<file path="src/iasr_pkg.sv">
// Package of constants and types for the interrupt acceptance and standby control.
package iasr_pkg;
	localparam int RESET_MIN_CLOCKS = 4;
	localparam logic [15:0] PC_RESET = 16'h0000;
	localparam logic [15:0] PFP_RESET = 16'h0000;
	localparam logic [15:0] CODE_SEG_RESET = 16'hffff;
	localparam logic [15:0] DATA_SEG_RESET = 16'h0000;
	localparam logic [15:0] FLAG_RESET = 16'h7802;
	localparam logic [7:0] EMU_RESET = 8'h00;
	localparam int FLAG_IE_BIT = 9;
	localparam int FLAG_BRK_BIT = 8;
	localparam logic [2:0] BUS_STATUS_HALT = 3'h3;
	localparam logic BUS_MIO_HALT = 1'h0;
	localparam logic [2:0] BUS_STATUS_IDLE = 3'h7;
	localparam logic [3:0] PSTAT_RESET = 4'h2;
	localparam logic [1:0] QSTAT_RESET = 2'h0;
	localparam logic [2:0] MAX_PREFIX_KINDS = 3'h3;
	localparam logic [2:0] MOVW_EVEN_MAX = 3'h4;
	localparam logic [2:0] MOVW_EO_MAX = 3'h6;
	localparam logic [2:0] MOVW_OE_MAX = 3'h5;
	localparam logic [2:0] MOVW_ODD_MAX = 3'h7;
	localparam logic [2:0] CMP_MAX = 3'h4;
	localparam logic [2:0] STORE_MAX = 3'h5;
	typedef enum logic [1:0] {
		IASR_RUN = 2'b00,
		IASR_STANDBY = 2'b01,
		IASR_SERVICE = 2'b10
	} iasr_state_e;
	typedef enum logic [2:0] {
		IASR_BLK_NONE = 3'b000,
		IASR_BLK_MOVW = 3'b001,
		IASR_BLK_MOVB = 3'b010,
		IASR_BLK_CMP = 3'b011,
		IASR_BLK_STORE = 3'b100
	} iasr_blk_e;
endpackage : iasr_pkg

</file>
<file path="src/iasr_sync.sv">
// Two flip-flop synchroniser for one pin level.
`timescale 1ns/100ps
module iasr_sync (
	input wire logic clk,
	input wire logic rstn,
	input wire logic pinIn,
	output logic syncOut
);
	logic meta_q;
	always_ff @(posedge clk or negedge rstn) begin
		if (!rstn) begin
			meta_q <= 1'b0;
			syncOut <= 1'b0;
		end else begin
			meta_q <= pinIn;
			syncOut <= meta_q;
		end
	end
endmodule : iasr_sync

</file>
<file path="src/iasr_latency.sv">
// Bus cycle counter that bounds interrupt latency inside block instructions.
`timescale 1ns/100ps
module iasr_latency (
	input wire logic clk,
	input wire logic rstn,
	input wire logic start,
	input wire logic busCycleDone,
	input wire logic [2:0] maxCycles,
	output logic expired
);
	logic [2:0] count_q;
	logic active_q;
	// The cycle in which the request arrives counts as the first.
	always_ff @(posedge clk or negedge rstn) begin
		if (!rstn) begin
			count_q <= 3'h0;
			active_q <= 1'b0;
		end else if (start && !active_q) begin
			count_q <= 3'h1;
			active_q <= 1'b1;
		end else if (!start) begin
			active_q <= 1'b0;
			count_q <= 3'h0;
		end else if (busCycleDone && count_q != 3'h7) begin
			count_q <= count_q + 3'h1;
		end
	end
	assign expired = active_q && (count_q >= maxCycles);
endmodule : iasr_latency

</file>
<file path="src/iasr_ctrl.sv">
// Interrupt acceptance, standby and reset control of the processor core.
// What this block does
// RL1 - No hardware or step interrupt right after a segment register move or pop.
// RL2 - No hardware or step interrupt right after any of three prefix kinds.
// RL3 - After the unmask instruction only the maskable interrupt is blocked.
// RL4 - NMI arriving at a blocked boundary is held and taken after next instruction.
// RL5 - Block moves accept interrupts within 2-4 or 3-7 bus cycles by alignment.
// RL6 - Compare, scan and load take 1-4 cycles; stores take 3-5.
// RL7 - Saved return address steps back one byte per prefix kind, up to three.
// RL8 - The halt instruction enters standby and stops execution.
// RL9 - Standby drives halt status and keeps the address strobe low.
// RL10 - Standby ends only on NMI, maskable interrupt or reset.
// RL11 - NMI in standby is serviced, then resumes after the halt.
// RL12 - Enabled maskable interrupt in standby is serviced, then resumes after halt.
// RL13 - Disabled maskable interrupt leaves standby and continues after halt.
// RL14 - The source holds the maskable request 15 clocks to wake with it disabled.
// RL15 - Reset in standby ends standby, clears the held NMI and prefix count and starts a normal reset.
// RL16 - Reset held at least four clocks; pins hold reset states while high.
// RL17 - During reset bus pins float, queue and processor status pins take fixed levels; bus status bits keep their value.
// RL18 - Reset sets counter, pointers, segments, flags and emulation registers.
// RL19 - NMI is rising-edge detected, never masked, and beats the maskable one.
// RL20 - Service pushes flags, segment, counter and clears enable and step flags.
`timescale 1ns/100ps
module iasr_ctrl (
	input wire logic clk,
	input wire logic rstn,
	input wire logic resetPin,
	input wire logic nmiPin,
	input wire logic maskableIrqPin,
	input wire logic instrDone,
	input wire logic instrIsSegMove,
	input wire logic instrIsPrefix,
	input wire logic [1:0] prefixKind,
	input wire logic instrIsUnmask,
	input wire logic instrIsHalt,
	input wire logic instrIsReturn,
	input wire logic [15:0] instrNextPc,
	input wire logic [15:0] instrStartPc,
	input wire logic [2:0] blockKind,
	input wire logic blockSrcOdd,
	input wire logic blockDstOdd,
	input wire logic busCycleDone,
	input wire logic [15:0] retCodeSeg,
	input wire logic [15:0] retPc,
	input wire logic [15:0] retFlags,
	input wire logic [15:0] vectorCodeSeg,
	input wire logic [15:0] vectorPc,
	input wire logic [15:0] flagWrite,
	input wire logic flagWriteEn,
	output logic execEnable,
	output logic irqTake,
	output logic irqTakeNmi,
	output logic irqTakeStep,
	output logic [15:0] pushFlags,
	output logic [15:0] pushCodeSeg,
	output logic [15:0] pushPc,
	output logic [15:0] programCounter,
	output logic [15:0] prefetchPointer,
	output logic [15:0] codeSegmentReg,
	output logic [15:0] stackSegReg,
	output logic [15:0] dataSeg0Reg,
	output logic [15:0] dataSeg1Reg,
	output logic [15:0] flagWord,
	output logic [7:0] emuRegs,
	output logic inStandby,
	output logic [2:0] busStatusBits,
	output logic memoryOrIoN,
	output logic busFloatN,
	output logic addressStrobeOut,
	output logic [1:0] queueStatus,
	output logic [3:0] processorStatusLine,
	output logic irqAcknowledgeN,
	output logic holdGrantOut
);
	////////////////////////////////////////////////////////////////////////
	logic rstSync;
	logic nmiSync;
	logic intSync;
	iasr_sync uRst (.clk(clk), .rstn(rstn), .pinIn(resetPin),
		.syncOut(rstSync));
	iasr_sync uNmi (.clk(clk), .rstn(rstn), .pinIn(nmiPin),
		.syncOut(nmiSync));
	iasr_sync uInt (.clk(clk), .rstn(rstn), .pinIn(maskableIrqPin),
		.syncOut(intSync));

	// Reset acts only after the pin has been high for the minimum count.
	logic [2:0] rstCount_q;
	logic coreReset;
	always_ff @(posedge clk or negedge rstn) begin
		if (!rstn) begin
			rstCount_q <= 3'h0;
		end else if (!rstSync) begin
			rstCount_q <= 3'h0;
		end else if (rstCount_q < 3'(iasr_pkg::RESET_MIN_CLOCKS)) begin
			rstCount_q <= rstCount_q + 3'h1; // see RL16
		end
	end
	assign coreReset = rstSync &&
		(rstCount_q >= 3'(iasr_pkg::RESET_MIN_CLOCKS - 1)); // see RL16

	////////////////////////////////////////////////////////////////////////
	logic nmiPrev_q;
	logic nmiPend_q;
	logic nmiEdge;
	assign nmiEdge = nmiSync && !nmiPrev_q; // see RL19
	always_ff @(posedge clk or negedge rstn) begin
		if (!rstn) begin
			nmiPrev_q <= 1'b0;
		end else begin
			nmiPrev_q <= nmiSync;
		end
	end

	// The instruction completing now decides what its own boundary blocks.
	logic blockAll;
	logic blockInt;
	logic [1:0] prefixCount_q;
	logic [2:0] prefixSeen_q;
	logic [2:0] prefixSeen_d;
	logic [1:0] prefixCount_d;
	assign blockAll = instrIsSegMove || instrIsPrefix; // see RL1, RL2
	assign blockInt = instrIsUnmask; // see RL3
	always_comb begin
		prefixSeen_d = prefixSeen_q;
		prefixCount_d = prefixCount_q;
		if (instrIsPrefix && prefixKind != 2'h3 &&
			!prefixSeen_q[prefixKind]) begin
			prefixSeen_d[prefixKind] = 1'b1;
			prefixCount_d = prefixCount_q + 2'h1; // see RL7
		end
	end

	iasr_pkg::iasr_state_e state_q;
	logic inBlock;
	logic [2:0] latMax;
	logic latExpired;
	assign inBlock = (blockKind != iasr_pkg::IASR_BLK_NONE) && !instrDone;
	always_comb begin
		case (blockKind)
			iasr_pkg::IASR_BLK_MOVW: begin
				case ({blockSrcOdd, blockDstOdd})
					2'b00: latMax = iasr_pkg::MOVW_EVEN_MAX; // see RL5
					2'b01: latMax = iasr_pkg::MOVW_EO_MAX;
					2'b10: latMax = iasr_pkg::MOVW_OE_MAX;
					default: latMax = iasr_pkg::MOVW_ODD_MAX; // see RL5
				endcase
			end
			iasr_pkg::IASR_BLK_MOVB: latMax = iasr_pkg::MOVW_EVEN_MAX;
			iasr_pkg::IASR_BLK_CMP: latMax = iasr_pkg::CMP_MAX; // see RL6
			iasr_pkg::IASR_BLK_STORE: latMax = iasr_pkg::STORE_MAX; // see RL6
			default: latMax = 3'h1;
		endcase
	end

	logic [15:0] flagWord_q;
	logic intWant;
	logic nmiWant;
	logic anyWant;
	assign nmiWant = nmiEdge || nmiPend_q;
	assign intWant = intSync && flagWord_q[iasr_pkg::FLAG_IE_BIT];
	assign anyWant = inBlock && (nmiWant || intWant);
	iasr_latency uLat (.clk(clk), .rstn(rstn), .start(anyWant),
		.busCycleDone(busCycleDone), .maxCycles(latMax),
		.expired(latExpired));

	logic boundary;
	logic takeNmi;
	logic takeInt;
	logic takeStep;
	logic takeAny;
	assign boundary = (state_q == iasr_pkg::IASR_RUN) &&
		((instrDone && !blockAll) || latExpired); // see RL1, RL2
	assign takeNmi = boundary && nmiWant; // see RL19
	assign takeInt = boundary && !takeNmi && intWant &&
		!(instrDone && blockInt); // see RL3
	assign takeStep = boundary && !takeNmi && !takeInt && !latExpired &&
		flagWord_q[iasr_pkg::FLAG_BRK_BIT];
	assign takeAny = takeNmi || takeInt || takeStep;

	always_ff @(posedge clk or negedge rstn) begin
		if (!rstn) begin
			nmiPend_q <= 1'b0;
		end else if (coreReset) begin
			nmiPend_q <= 1'b0;
		end else if (nmiEdge && !takeNmi &&
			state_q != iasr_pkg::IASR_STANDBY) begin
			// An edge in standby wakes the core itself and is not held too.
			nmiPend_q <= 1'b1; // see RL4
		end else if (takeNmi || (state_q == iasr_pkg::IASR_STANDBY)) begin
			nmiPend_q <= 1'b0;
		end
	end

	always_ff @(posedge clk or negedge rstn) begin
		if (!rstn) begin
			prefixSeen_q <= 3'h0;
			prefixCount_q <= 2'h0;
		end else if (coreReset || takeAny) begin
			prefixSeen_q <= 3'h0;
			prefixCount_q <= 2'h0;
		end else if (instrDone) begin
			prefixSeen_q <= instrIsPrefix ? prefixSeen_d : 3'h0;
			prefixCount_q <= instrIsPrefix ? prefixCount_d : 2'h0;
		end
	end

	////////////////////////////////////////////////////////////////////////
	// Standby entry, release and service sequencing.
	logic wakeNmi;
	logic wakeInt;
	assign wakeNmi = (state_q == iasr_pkg::IASR_STANDBY) && nmiEdge;
	assign wakeInt = (state_q == iasr_pkg::IASR_STANDBY) && intSync;
	always_ff @(posedge clk or negedge rstn) begin
		if (!rstn) begin
			state_q <= iasr_pkg::IASR_RUN;
		end else if (coreReset) begin
			state_q <= iasr_pkg::IASR_RUN; // see RL15
		end else begin
			case (state_q)
				iasr_pkg::IASR_RUN: begin
					if (takeAny) begin
						state_q <= iasr_pkg::IASR_SERVICE;
					end else if (instrDone && instrIsHalt) begin
						state_q <= iasr_pkg::IASR_STANDBY; // see RL8
					end
				end
				iasr_pkg::IASR_STANDBY: begin
					if (wakeNmi || (wakeInt &&
						flagWord_q[iasr_pkg::FLAG_IE_BIT])) begin
						state_q <= iasr_pkg::IASR_SERVICE; // see RL11, RL12
					end else if (wakeInt) begin
						state_q <= iasr_pkg::IASR_RUN; // see RL13
					end
				end
				iasr_pkg::IASR_SERVICE: state_q <= iasr_pkg::IASR_RUN;
				default: state_q <= iasr_pkg::IASR_RUN;
			endcase
		end
	end

	logic serviceStart;
	logic fromStandby;
	assign fromStandby = (state_q == iasr_pkg::IASR_STANDBY) &&
		(wakeNmi || (wakeInt && flagWord_q[iasr_pkg::FLAG_IE_BIT]));
	assign serviceStart = !coreReset && ((state_q == iasr_pkg::IASR_RUN &&
		takeAny) || fromStandby); // see RL10

	always_ff @(posedge clk or negedge rstn) begin
		if (!rstn) begin
			irqTake <= 1'b0;
			irqTakeNmi <= 1'b0;
			irqTakeStep <= 1'b0;
			pushFlags <= iasr_pkg::FLAG_RESET;
			pushCodeSeg <= iasr_pkg::CODE_SEG_RESET;
			pushPc <= iasr_pkg::PC_RESET;
		end else begin
			irqTake <= serviceStart;
			irqTakeNmi <= serviceStart && (takeNmi || wakeNmi);
			irqTakeStep <= serviceStart && takeStep;
			if (serviceStart) begin
				pushFlags <= flagWord_q; // see RL20
				pushCodeSeg <= retCodeSeg;
				if (fromStandby) begin
					pushPc <= programCounter; // see RL11, RL12
				end else if (latExpired) begin
					pushPc <= instrStartPc -
						16'(prefixCount_q); // see RL7
				end else begin
					pushPc <= retPc;
				end
			end
		end
	end

	////////////////////////////////////////////////////////////////////////
	// Architectural registers with their reset values.
	always_ff @(posedge clk or negedge rstn) begin
		if (!rstn) begin
			flagWord_q <= iasr_pkg::FLAG_RESET;
		end else if (coreReset) begin
			flagWord_q <= iasr_pkg::FLAG_RESET; // see RL18
		end else if (serviceStart) begin
			flagWord_q[iasr_pkg::FLAG_IE_BIT] <= 1'b0; // see RL20
			flagWord_q[iasr_pkg::FLAG_BRK_BIT] <= 1'b0;
		end else if (instrIsReturn && instrDone) begin
			flagWord_q <= retFlags;
		end else if (flagWriteEn) begin
			flagWord_q <= flagWrite;
		end
	end
	assign flagWord = flagWord_q;

	always_ff @(posedge clk or negedge rstn) begin
		if (!rstn) begin
			programCounter <= iasr_pkg::PC_RESET;
			prefetchPointer <= iasr_pkg::PFP_RESET;
			codeSegmentReg <= iasr_pkg::CODE_SEG_RESET;
			stackSegReg <= iasr_pkg::DATA_SEG_RESET;
			dataSeg0Reg <= iasr_pkg::DATA_SEG_RESET;
			dataSeg1Reg <= iasr_pkg::DATA_SEG_RESET;
			emuRegs <= iasr_pkg::EMU_RESET;
		end else if (coreReset) begin
			programCounter <= iasr_pkg::PC_RESET; // see RL18
			prefetchPointer <= iasr_pkg::PFP_RESET;
			codeSegmentReg <= iasr_pkg::CODE_SEG_RESET;
			stackSegReg <= iasr_pkg::DATA_SEG_RESET;
			dataSeg0Reg <= iasr_pkg::DATA_SEG_RESET;
			dataSeg1Reg <= iasr_pkg::DATA_SEG_RESET;
			emuRegs <= iasr_pkg::EMU_RESET;
		end else if (serviceStart) begin
			programCounter <= vectorPc;
			prefetchPointer <= vectorPc;
			codeSegmentReg <= vectorCodeSeg;
		end else if (instrIsReturn && instrDone) begin
			programCounter <= retPc;
			prefetchPointer <= retPc;
			codeSegmentReg <= retCodeSeg;
		end else if (instrDone && state_q == iasr_pkg::IASR_RUN) begin
			programCounter <= instrNextPc; // see RL13
			prefetchPointer <= instrNextPc;
		end
	end

	////////////////////////////////////////////////////////////////////////
	// Pin states for reset, standby and normal running.
	always_ff @(posedge clk or negedge rstn) begin
		if (!rstn) begin
			execEnable <= 1'b0;
			inStandby <= 1'b0;
			busStatusBits <= iasr_pkg::BUS_STATUS_IDLE;
			memoryOrIoN <= 1'b1;
			busFloatN <= 1'b0;
			addressStrobeOut <= 1'b0;
			queueStatus <= iasr_pkg::QSTAT_RESET;
			processorStatusLine <= iasr_pkg::PSTAT_RESET;
			irqAcknowledgeN <= 1'b1;
			holdGrantOut <= 1'b0;
		end else if (coreReset) begin
			execEnable <= 1'b0;
			inStandby <= 1'b0;
			busFloatN <= 1'b0; // see RL17
			addressStrobeOut <= 1'b0;
			queueStatus <= iasr_pkg::QSTAT_RESET;
			processorStatusLine <= iasr_pkg::PSTAT_RESET;
			irqAcknowledgeN <= 1'b1;
			holdGrantOut <= 1'b0;
		end else begin
			execEnable <= (state_q == iasr_pkg::IASR_RUN); // see RL8
			inStandby <= (state_q == iasr_pkg::IASR_STANDBY);
			busFloatN <= 1'b1;
			addressStrobeOut <= 1'b0; // see RL9
			if (state_q == iasr_pkg::IASR_STANDBY) begin
				busStatusBits <= iasr_pkg::BUS_STATUS_HALT; // see RL9
				memoryOrIoN <= iasr_pkg::BUS_MIO_HALT;
			end else begin
				busStatusBits <= iasr_pkg::BUS_STATUS_IDLE;
				memoryOrIoN <= 1'b1;
			end
		end
	end
endmodule : iasr_ctrl

</file>
<file path="config.mk">
export PLATFORM = sky130hd
export DESIGN_NAME = iasr_ctrl
export DESIGN_NICKNAME = d
export VERILOG_FILES = /design/src/iasr_pkg.sv /design/src/iasr_sync.sv /design/src/iasr_latency.sv /design/src/iasr_ctrl.sv
export SDC_FILE = /design/constraint.sdc
export NUM_CORES = 1
export LEC_CHECK = 0
export BUFFER_PORTS_ARGS = -buffer_cell sky130_fd_sc_hd__buf_2
export CORE_AREA = 2 2 129 131
export DETAILED_ROUTE_END_ITERATION = 7
export DIE_AREA = 0 0 131 133
export PLACE_DENSITY = 0.76
export SYNTH_ARGS = -nofsm -noshare
export SYNTH_HDL_FRONTEND = slang
export SYNTH_SLANG_ARGS = --single-unit
</file>
<file path="constraint.sdc">
create_clock -name clk -period 3.4 [get_ports clk]
set_input_delay 0.34 -clock clk [delete_from_list [all_inputs] [get_ports clk]]
set_output_delay 0.34 -clock clk [all_outputs]
set_load 0.005 [all_outputs]
</file>
### Word-level counts from Yosys, hierarchy flattened

Index checks and enable logic that the tools add are counted.

* register bits: 128
* latch bits: 0
* bits in writable memories: 0
* memory bits (read-only): 0
* bits of input ports: 148
* output and inout bits: 187
* logic and storage cells: 174
* memories kept: 0

* add/sub/neg operators: 4
* multipliers: 0
* divide/modulo/power cells: 0
* order comparisons: 5
* equality and inequality tests: 17
* shifts and indexed selects: 0
* muxes and demuxes: 50
* bitwise gates (word level): 1
* reductions and logical operators: 68

Operator list (number)
* two-way mux 16 bit: 12
* logical AND 1 bit: 34
* two-way mux 3 bit: 10
* two-way mux 2 bit: 10
* subtractor 16 x 2 -> 16 bit: 1
* nonzero test 3 bit: 4
* logical OR 1 bit: 11
* two-way mux 1 bit: 11
* logical NOT 1 bit: 10
* case mux 3 bit (3 select lines): 1
* two-way mux 8 bit: 1
* inequality test 2 bit (second input constant): 4
* nonzero test 4 bit: 2
* adder 3 x 1 -> 3 bit (second input constant): 2
* equality test 3 x 2 -> 1 bit (second input constant): 2
* two-way mux 6 bit: 1
* inequality test 3 bit (second input constant): 2
* case mux 2 bit (3 select lines): 1
* AND reduction 2 bit: 3
* equality test 2 x 1 -> 1 bit (second input constant): 2
* logical NOT 2 bit: 2
* inequality test 4 x 3 -> 1 bit (second input constant): 1
* inequality test 4 bit (second input constant): 1
* case mux 2 bit (2 select lines): 1
* 16 further kinds: 16

### Longest topological paths before layout

* word-level depth: 22
* mapped depth: 12
* mapped depth without buffers: 10

### By module

From an unflattened synthesis, not the netlist that was laid out.

* cell total of the unflattened synthesis: 726
* area total of the unflattened synthesis: 7116.8 um2

Modules (own cells, without submodules)
* iasr_ctrl: times used 1, cells each 694, area each 6705.2 um2, sequential area each 2931.6 um2
* iasr_latency: times used 1, cells each 26, area each 261.5 um2, sequential area each 100.1 um2
* iasr_sync: times used 3, cells each 2, area each 50.0 um2, sequential area each 50.0 um2

### Least setup slack after synthesis

No wires, ideal clock.

* path type: in2reg
* start point: input port blockKind[2]
* end point: register pushFlags[10]
* library setup time: 0.125 ns
* arrival: 2.446 ns
* required time: 3.275 ns
* setup slack: 0.829 ns
* stages: 11
* buffers on the path: 2
* cells stage by stage: nor3_1 > nand2b_1 > ha_1 > a21o_1 > a31o_4 > a31o_4 > a21o_1 > buf_6 > nand2_8 > buf_4 > mux2_2

* longest elaborated chain between the ends: 20
* elaborated cells between the ends (all ways): 25
* those cells by class: 1 x order compare; 4 x eq/ne; 1 x mux; 19 x reduce/logical

Ends and longest elaborated chain
* start, declared: line iasr_ctrl.sv:39 `input wire logic [2:0] blockKind,`
* equality test 3 x 2 -> 1 bit: line iasr_ctrl.sv:139 `case (blockKind)`
* OR reduction 2 bit (no source line)
* case mux 3 bit (3 select lines) *: line iasr_ctrl.sv:139
* >= comparator 3 bit *: line iasr_latency.sv:28 `assign expired = active_q && (count_q >= maxCycles);`
* logical AND 1 bit *: line iasr_latency.sv:28
* logical OR 1 bit: line iasr_ctrl.sv:172 `((instrDone && !blockAll) || latExpired);`
* logical AND 1 bit: line iasr_ctrl.sv:171 `assign boundary = (state_q == iasr_pkg::IASR_RUN) &&`
* logical AND 1 bit: line iasr_ctrl.sv:173 `assign takeNmi = boundary && nmiWant;`
* logical NOT 1 bit: line iasr_ctrl.sv:174, iasr_ctrl.sv:176
* logical AND 1 bit: line iasr_ctrl.sv:174, iasr_ctrl.sv:176
* logical AND 1 bit (2 in a row): line iasr_ctrl.sv:174 `assign takeInt = boundary && !takeNmi && intWant &&`
* logical NOT 1 bit: line iasr_ctrl.sv:176 `assign takeStep = boundary && !takeNmi && !takeInt && !latExpired &&`
* logical AND 1 bit (3 in a row): line iasr_ctrl.sv:176
* logical OR 1 bit *: line iasr_ctrl.sv:178 `assign takeAny = takeNmi || takeInt || takeStep;`
* logical AND 1 bit *: line iasr_ctrl.sv:245 `assign serviceStart = !coreReset && ((state_q == iasr_pkg::IASR_RUN &&`
* logical OR 1 bit *: line iasr_ctrl.sv:246 `takeAny) || fromStandby);`
* logical AND 1 bit *: line iasr_ctrl.sv:245
* end signal, assigned: line iasr_ctrl.sv:253 `pushFlags <= iasr_pkg::FLAG_RESET;`
* end signal, assigned: line iasr_ctrl.sv:261 `pushFlags <= flagWord_q;`
* end, declared: line iasr_ctrl.sv:54 `output logic [15:0] pushFlags,`

Mark *: on every way between the ends. The rest lies on a longest branch, timed or not.
A chain may end at the register's enable or synchronous reset.

### Worst setup path in the final report

* start point: register uLat.count_q[0]
* end point: register pushPc[8]

* longest elaborated chain between the ends: 17
* elaborated cells between the ends (all ways): 21
* those cells by class: 1 x order compare; 2 x mux; 18 x reduce/logical

Ends and longest elaborated chain
* start, declared: line iasr_latency.sv:11 `logic [2:0] count_q;`
* start signal, assigned: line iasr_latency.sv:25 `count_q <= count_q + 3'h1;`
* >= comparator 3 bit *: line iasr_latency.sv:28
* logical AND 1 bit *: line iasr_latency.sv:28
* logical OR 1 bit: line iasr_ctrl.sv:172
* logical AND 1 bit: line iasr_ctrl.sv:171
* logical AND 1 bit: line iasr_ctrl.sv:173
* logical NOT 1 bit: line iasr_ctrl.sv:174, iasr_ctrl.sv:176
* logical AND 1 bit: line iasr_ctrl.sv:174, iasr_ctrl.sv:176
* logical AND 1 bit (2 in a row): line iasr_ctrl.sv:174
* logical NOT 1 bit: line iasr_ctrl.sv:176
* logical AND 1 bit (3 in a row): line iasr_ctrl.sv:176
* logical OR 1 bit: line iasr_ctrl.sv:178
* logical AND 1 bit: line iasr_ctrl.sv:245
* logical OR 1 bit: line iasr_ctrl.sv:246
* logical AND 1 bit: line iasr_ctrl.sv:245
* end signal, assigned: line iasr_ctrl.sv:255 `pushPc <= iasr_pkg::PC_RESET;`
* end signal, assigned: line iasr_ctrl.sv:264 `pushPc <= programCounter;`
* end signal, assigned: line iasr_ctrl.sv:266 `pushPc <= instrStartPc -`
* end, declared: line iasr_ctrl.sv:56 `output logic [15:0] pushPc,`

Marks and branches as above.

==> flow_summary.toml <==
[clock_tree]
cts_resized = 0
cts.clk_slew.worst_paths_ns = 0.05
clock_sinks = 125
postCtsSetupRepairBufs = 0
cts_hold_repair.buffers = 0
tritoncts = "yes"
cts_root_buffer = "sky130_fd_sc_hd__clkbuf_16"
worst_skew_pair.late_latency_ns = 0.41
tritoncts.num_buffers = 17
cts.path.max_buffers = 2
cts_max_level = 4

[place]
place.detailed.hpwl_mm = 15.39
place_congestion = 0.8134
post-place-cells = 1161
placed_area_mm2 = 0.008138
place_ws_ns = 0.3499
place.port_buffers = 267

[routing]
via_per_inst = 5.098
route.antenna.remaining_nets = 0
routedWlPerCell_um = 17.61
drt_wl_total_mm = 21.01
drt_first_iter_violations = 381
route.detailed.drc = 0
drt_first_pass_iters = 4
number_of_vias_in_the_routed_layout = 6082

[sta]
timing_max_transition_violations_final = 0
hold_violations = 0
setup-tns-final_ns = 0
postLayoutSetupSlackWorst_ns = 0.6124
timing.slew.headroom_pct = 38.44
finalCritPeriodShare_pct = 81.99
final-setup-viol-count = 0
max_freq_mhz = 358.7
layout_min_cycle_time_ns = 2.788
grt_setup_unrepaired = "no"
final.setup_skew_ns = 0.008644
worst_pin_slew_ns = 0.9228

[setup_path]
required_time_worst_endpoint_ns = 3.69
crit_type = "reg -> reg"
timing.critical_path.from_type = "flop"
crit_chain = "inv_1, ha_1, nand2b_1, a21o_1, o211ai_1, a21o_2, nand2_8, inv_4, mux2_2"
timing.critical_path.slowest_cell_delay_ns = 0.40
worst_ep_arrival_time_ns = 3.08
critPathSlowestCell = "sky130_fd_sc_hd__o211ai_1"
timing.critical_path.to_type = "flop"
cp_max_fanout = 36

[final_layout]
area_of_the_multi_input_gates_mm2 = 0.003177
layout.cells.most_common = "sky130_fd_sc_hd__buf_2"
filler_cell_count = 1464
mostFrequentLayoutCells = "sky130_fd_sc_hd__buf_2, sky130_fd_sc_hd__nand2_1, sky130_fd_sc_hd__dfrtp_1, sky130_fd_sc_hd__nor2_1, sky130_fd_sc_hd__conb_1"
layout.nets = 1118
area_growth_pct = 25.26
stdcell_area_mm2 = 0.008730
stdcell_count = 1193
antenna-diode-count = 0
final-seq-area_mm2 = 0.003182
drive_above_1_share_pct = 41.32
layout.core_utilization_pct = 53.98

[synthesis]
post_synthesis_cell_area_mm2 = 0.006969
synth-warning-count = 0
synthCells = 719
synth_seq_area_share_pct = 45.66
synth_largest_area_cell = "sky130_fd_sc_hd__dfrtp_1"
number_of_enable_type_register_cells_in_the_synthesized_netlist = 0
fraction_of_registers_with_async_set_reset_pct = 100.0
ys.flop_type = "sky130_fd_sc_hd__dfrtp_1"
synth_top_cell_area_share_pct = 29.44
synth.lib_cells_used.distinct = 57
ys_ff_latch = 125
postSynthAreaPerCell_um2 = 9.693
netlist_top_cells_area = "sky130_fd_sc_hd__dfrtp_1, sky130_fd_sc_hd__dfstp_2, sky130_fd_sc_hd__buf_4"

[global_routing]
grt-ovfl-total = 0
first_global_vias = 5964
pin_count_of_the_biggest_net_entering_global_routing = 63
global_route_usage_over_all_layers_pct = 24.24
initial_antenna_violation_count = 2
grt_first_pass_wirelength_mm = 32.16

[pwr]
irDropWorstVdd_uv = 352.6
power_leakage_nw = 4.139
power.density_mw_per_mm2 = 839.9

[floorplanning]
design.portCount = 335
start_util_pct = 43.09
design.core.area_mm2 = 0.01617
die-area_mm2 = 0.01742
floorplan.die.height_um = 133
row_count = 47
die_w_um = 131

[status]
status = "completed"

[flow_run]
cap_violations = 0

[worst_hold_path]
min-delay-path-class = "in -> async"
-- worst max-delay path, delay by kind of cell (launching register included) --
family / cells / cell delay (ns)
buffers and inverters: 2 / 0.38
and+or+nand+nor: 2 / 0.39
muxes: 1 / 0.37
DFF: 1 / 0.36
AOI/OAI and AO/OA: 3 / 0.89
adders and majority gates: 1 / 0.28
-- path summary, 6_finish.rpt --
check | from | endpoint | cells past startpoint | slack [ns]
hold reg to reg | uRst.meta_q | uRst.syncOut | 0 | 0.35
setup reg to reg | uLat.count_q[0] | pushPc[8] | 9 | 0.61
setup / recovery | uLat.count_q[0] | pushPc[8] | 9 | 0.61
max in group asynchronous | rstn | busStatusBits[2] | 2 | 2.47
hold / removal | rstn | busFloatN | 1 | 0.004
min in group clk | nmiPin | uNmi.meta_q | 1 | 0.05
-- sequential cells by signal, indices dropped and copies added, names as in the netlist, 2 cells and up --
register,cells
codeSegmentReg,16
flagWord,16
prefetchPointer,16
pushCodeSeg,16
pushFlags,16
pushPc,16
prefixSeen_q,3
rstCount_q,3
uLat.count_q,3
prefixCount_q,2
state_q,2
-- layout make-up --
type	instances	share of cell area, %
tap	220	3.153
sequential	125	36.45
multi-input combinational	524	36.39
clock buffer	24	5.891
timing repair buffer	282	16.77
inverter	10	0.4586
clock inverter	8	0.8886
-- stage by stage --
| stage | power (mW) | hold WS, ns |
|---|---|---|
| floorplan | 4.430 | 0.04441 |
| finish | 7.332 | 0.004316 |
| detailed placement | 5.590 | 0.3358 |
| global placement | 5.485 | 0.3329 |
| global route | 7.835 | 0.01755 |
| CTS | 7.409 | 0.02911 |
-- power by group --
group | internal [mW] | switching (mW) | leakage (nW)
sequential | 2.34 | 0.479 | 1.45
combinational | 1.31 | 1.42 | 2.40
clock | 1.13 | 0.658 | 0.287
total | 4.77 | 2.56 | 4.14
-- cell usage after synthesis, types with 4 or more instances --
| cell type | instances |
|---|---|
| sky130_fd_sc_hd__nand2_1 | 90 |
| sky130_fd_sc_hd__buf_4 | 87 |
| sky130_fd_sc_hd__dfrtp_1 | 82 |
| sky130_fd_sc_hd__nor2_1 | 68 |
| sky130_fd_sc_hd__dfstp_2 | 43 |
| sky130_fd_sc_hd__mux2_2 | 32 |
| sky130_fd_sc_hd__a21oi_1 | 31 |
| sky130_fd_sc_hd__clkbuf_1 | 29 |
| sky130_fd_sc_hd__o21ai_0 | 25 |
| sky130_fd_sc_hd__o211ai_1 | 23 |
| sky130_fd_sc_hd__nand3_1 | 21 |
| sky130_fd_sc_hd__mux2i_1 | 19 |
| sky130_fd_sc_hd__o311ai_0 | 16 |
| sky130_fd_sc_hd__nor3_1 | 15 |
| sky130_fd_sc_hd__a211oi_1 | 12 |
| sky130_fd_sc_hd__a31oi_1 | 9 |
| sky130_fd_sc_hd__ha_1 | 9 |
| sky130_fd_sc_hd__inv_1 | 9 |
| sky130_fd_sc_hd__xnor2_1 | 9 |
| sky130_fd_sc_hd__and2_1 | 6 |
| sky130_fd_sc_hd__nand2b_1 | 6 |
| sky130_fd_sc_hd__nor2b_1 | 6 |
| sky130_fd_sc_hd__buf_2 | 5 |
| sky130_fd_sc_hd__mux2_4 | 5 |
| sky130_fd_sc_hd__o31ai_1 | 5 |
| sky130_fd_sc_hd__a21o_1 | 4 |
| sky130_fd_sc_hd__or3_1 | 4 |
| sky130_fd_sc_hd__xor2_1 | 4 |
-- cell families (layout without fill, tap and decap cells) --
kind of cell               Yosys count  in the layout  synth area share, %
DFF                                125            125                45.66
muxes                               56             56                8.977
buffers and inverters              135            324                12.41
adders and majority gates           10             10                1.903
xor gates and xnor gates            13             13                1.634
AOI/OAI and AO/OA                  149            149                14.76
and+or+nand+nor                    229            229                14.56
other                                2             67               0.1078
-- layer usage --
| layer | up-vias | global-route usage, % | part of all wire (%) |
|---|---|---|---|
| met3 | 32 | 6.066 | 6.9 |
| li1 | 2867 | - | - |
| met5 | - | 0 | 0.071 |
| met2 | 276 | 41.51 | 51 |
| met4 | 4 | 7.920 | 1.8 |
| met1 | 2903 | 29.64 | 41 |
Note: power is estimated with default switching activity, not from simulation.
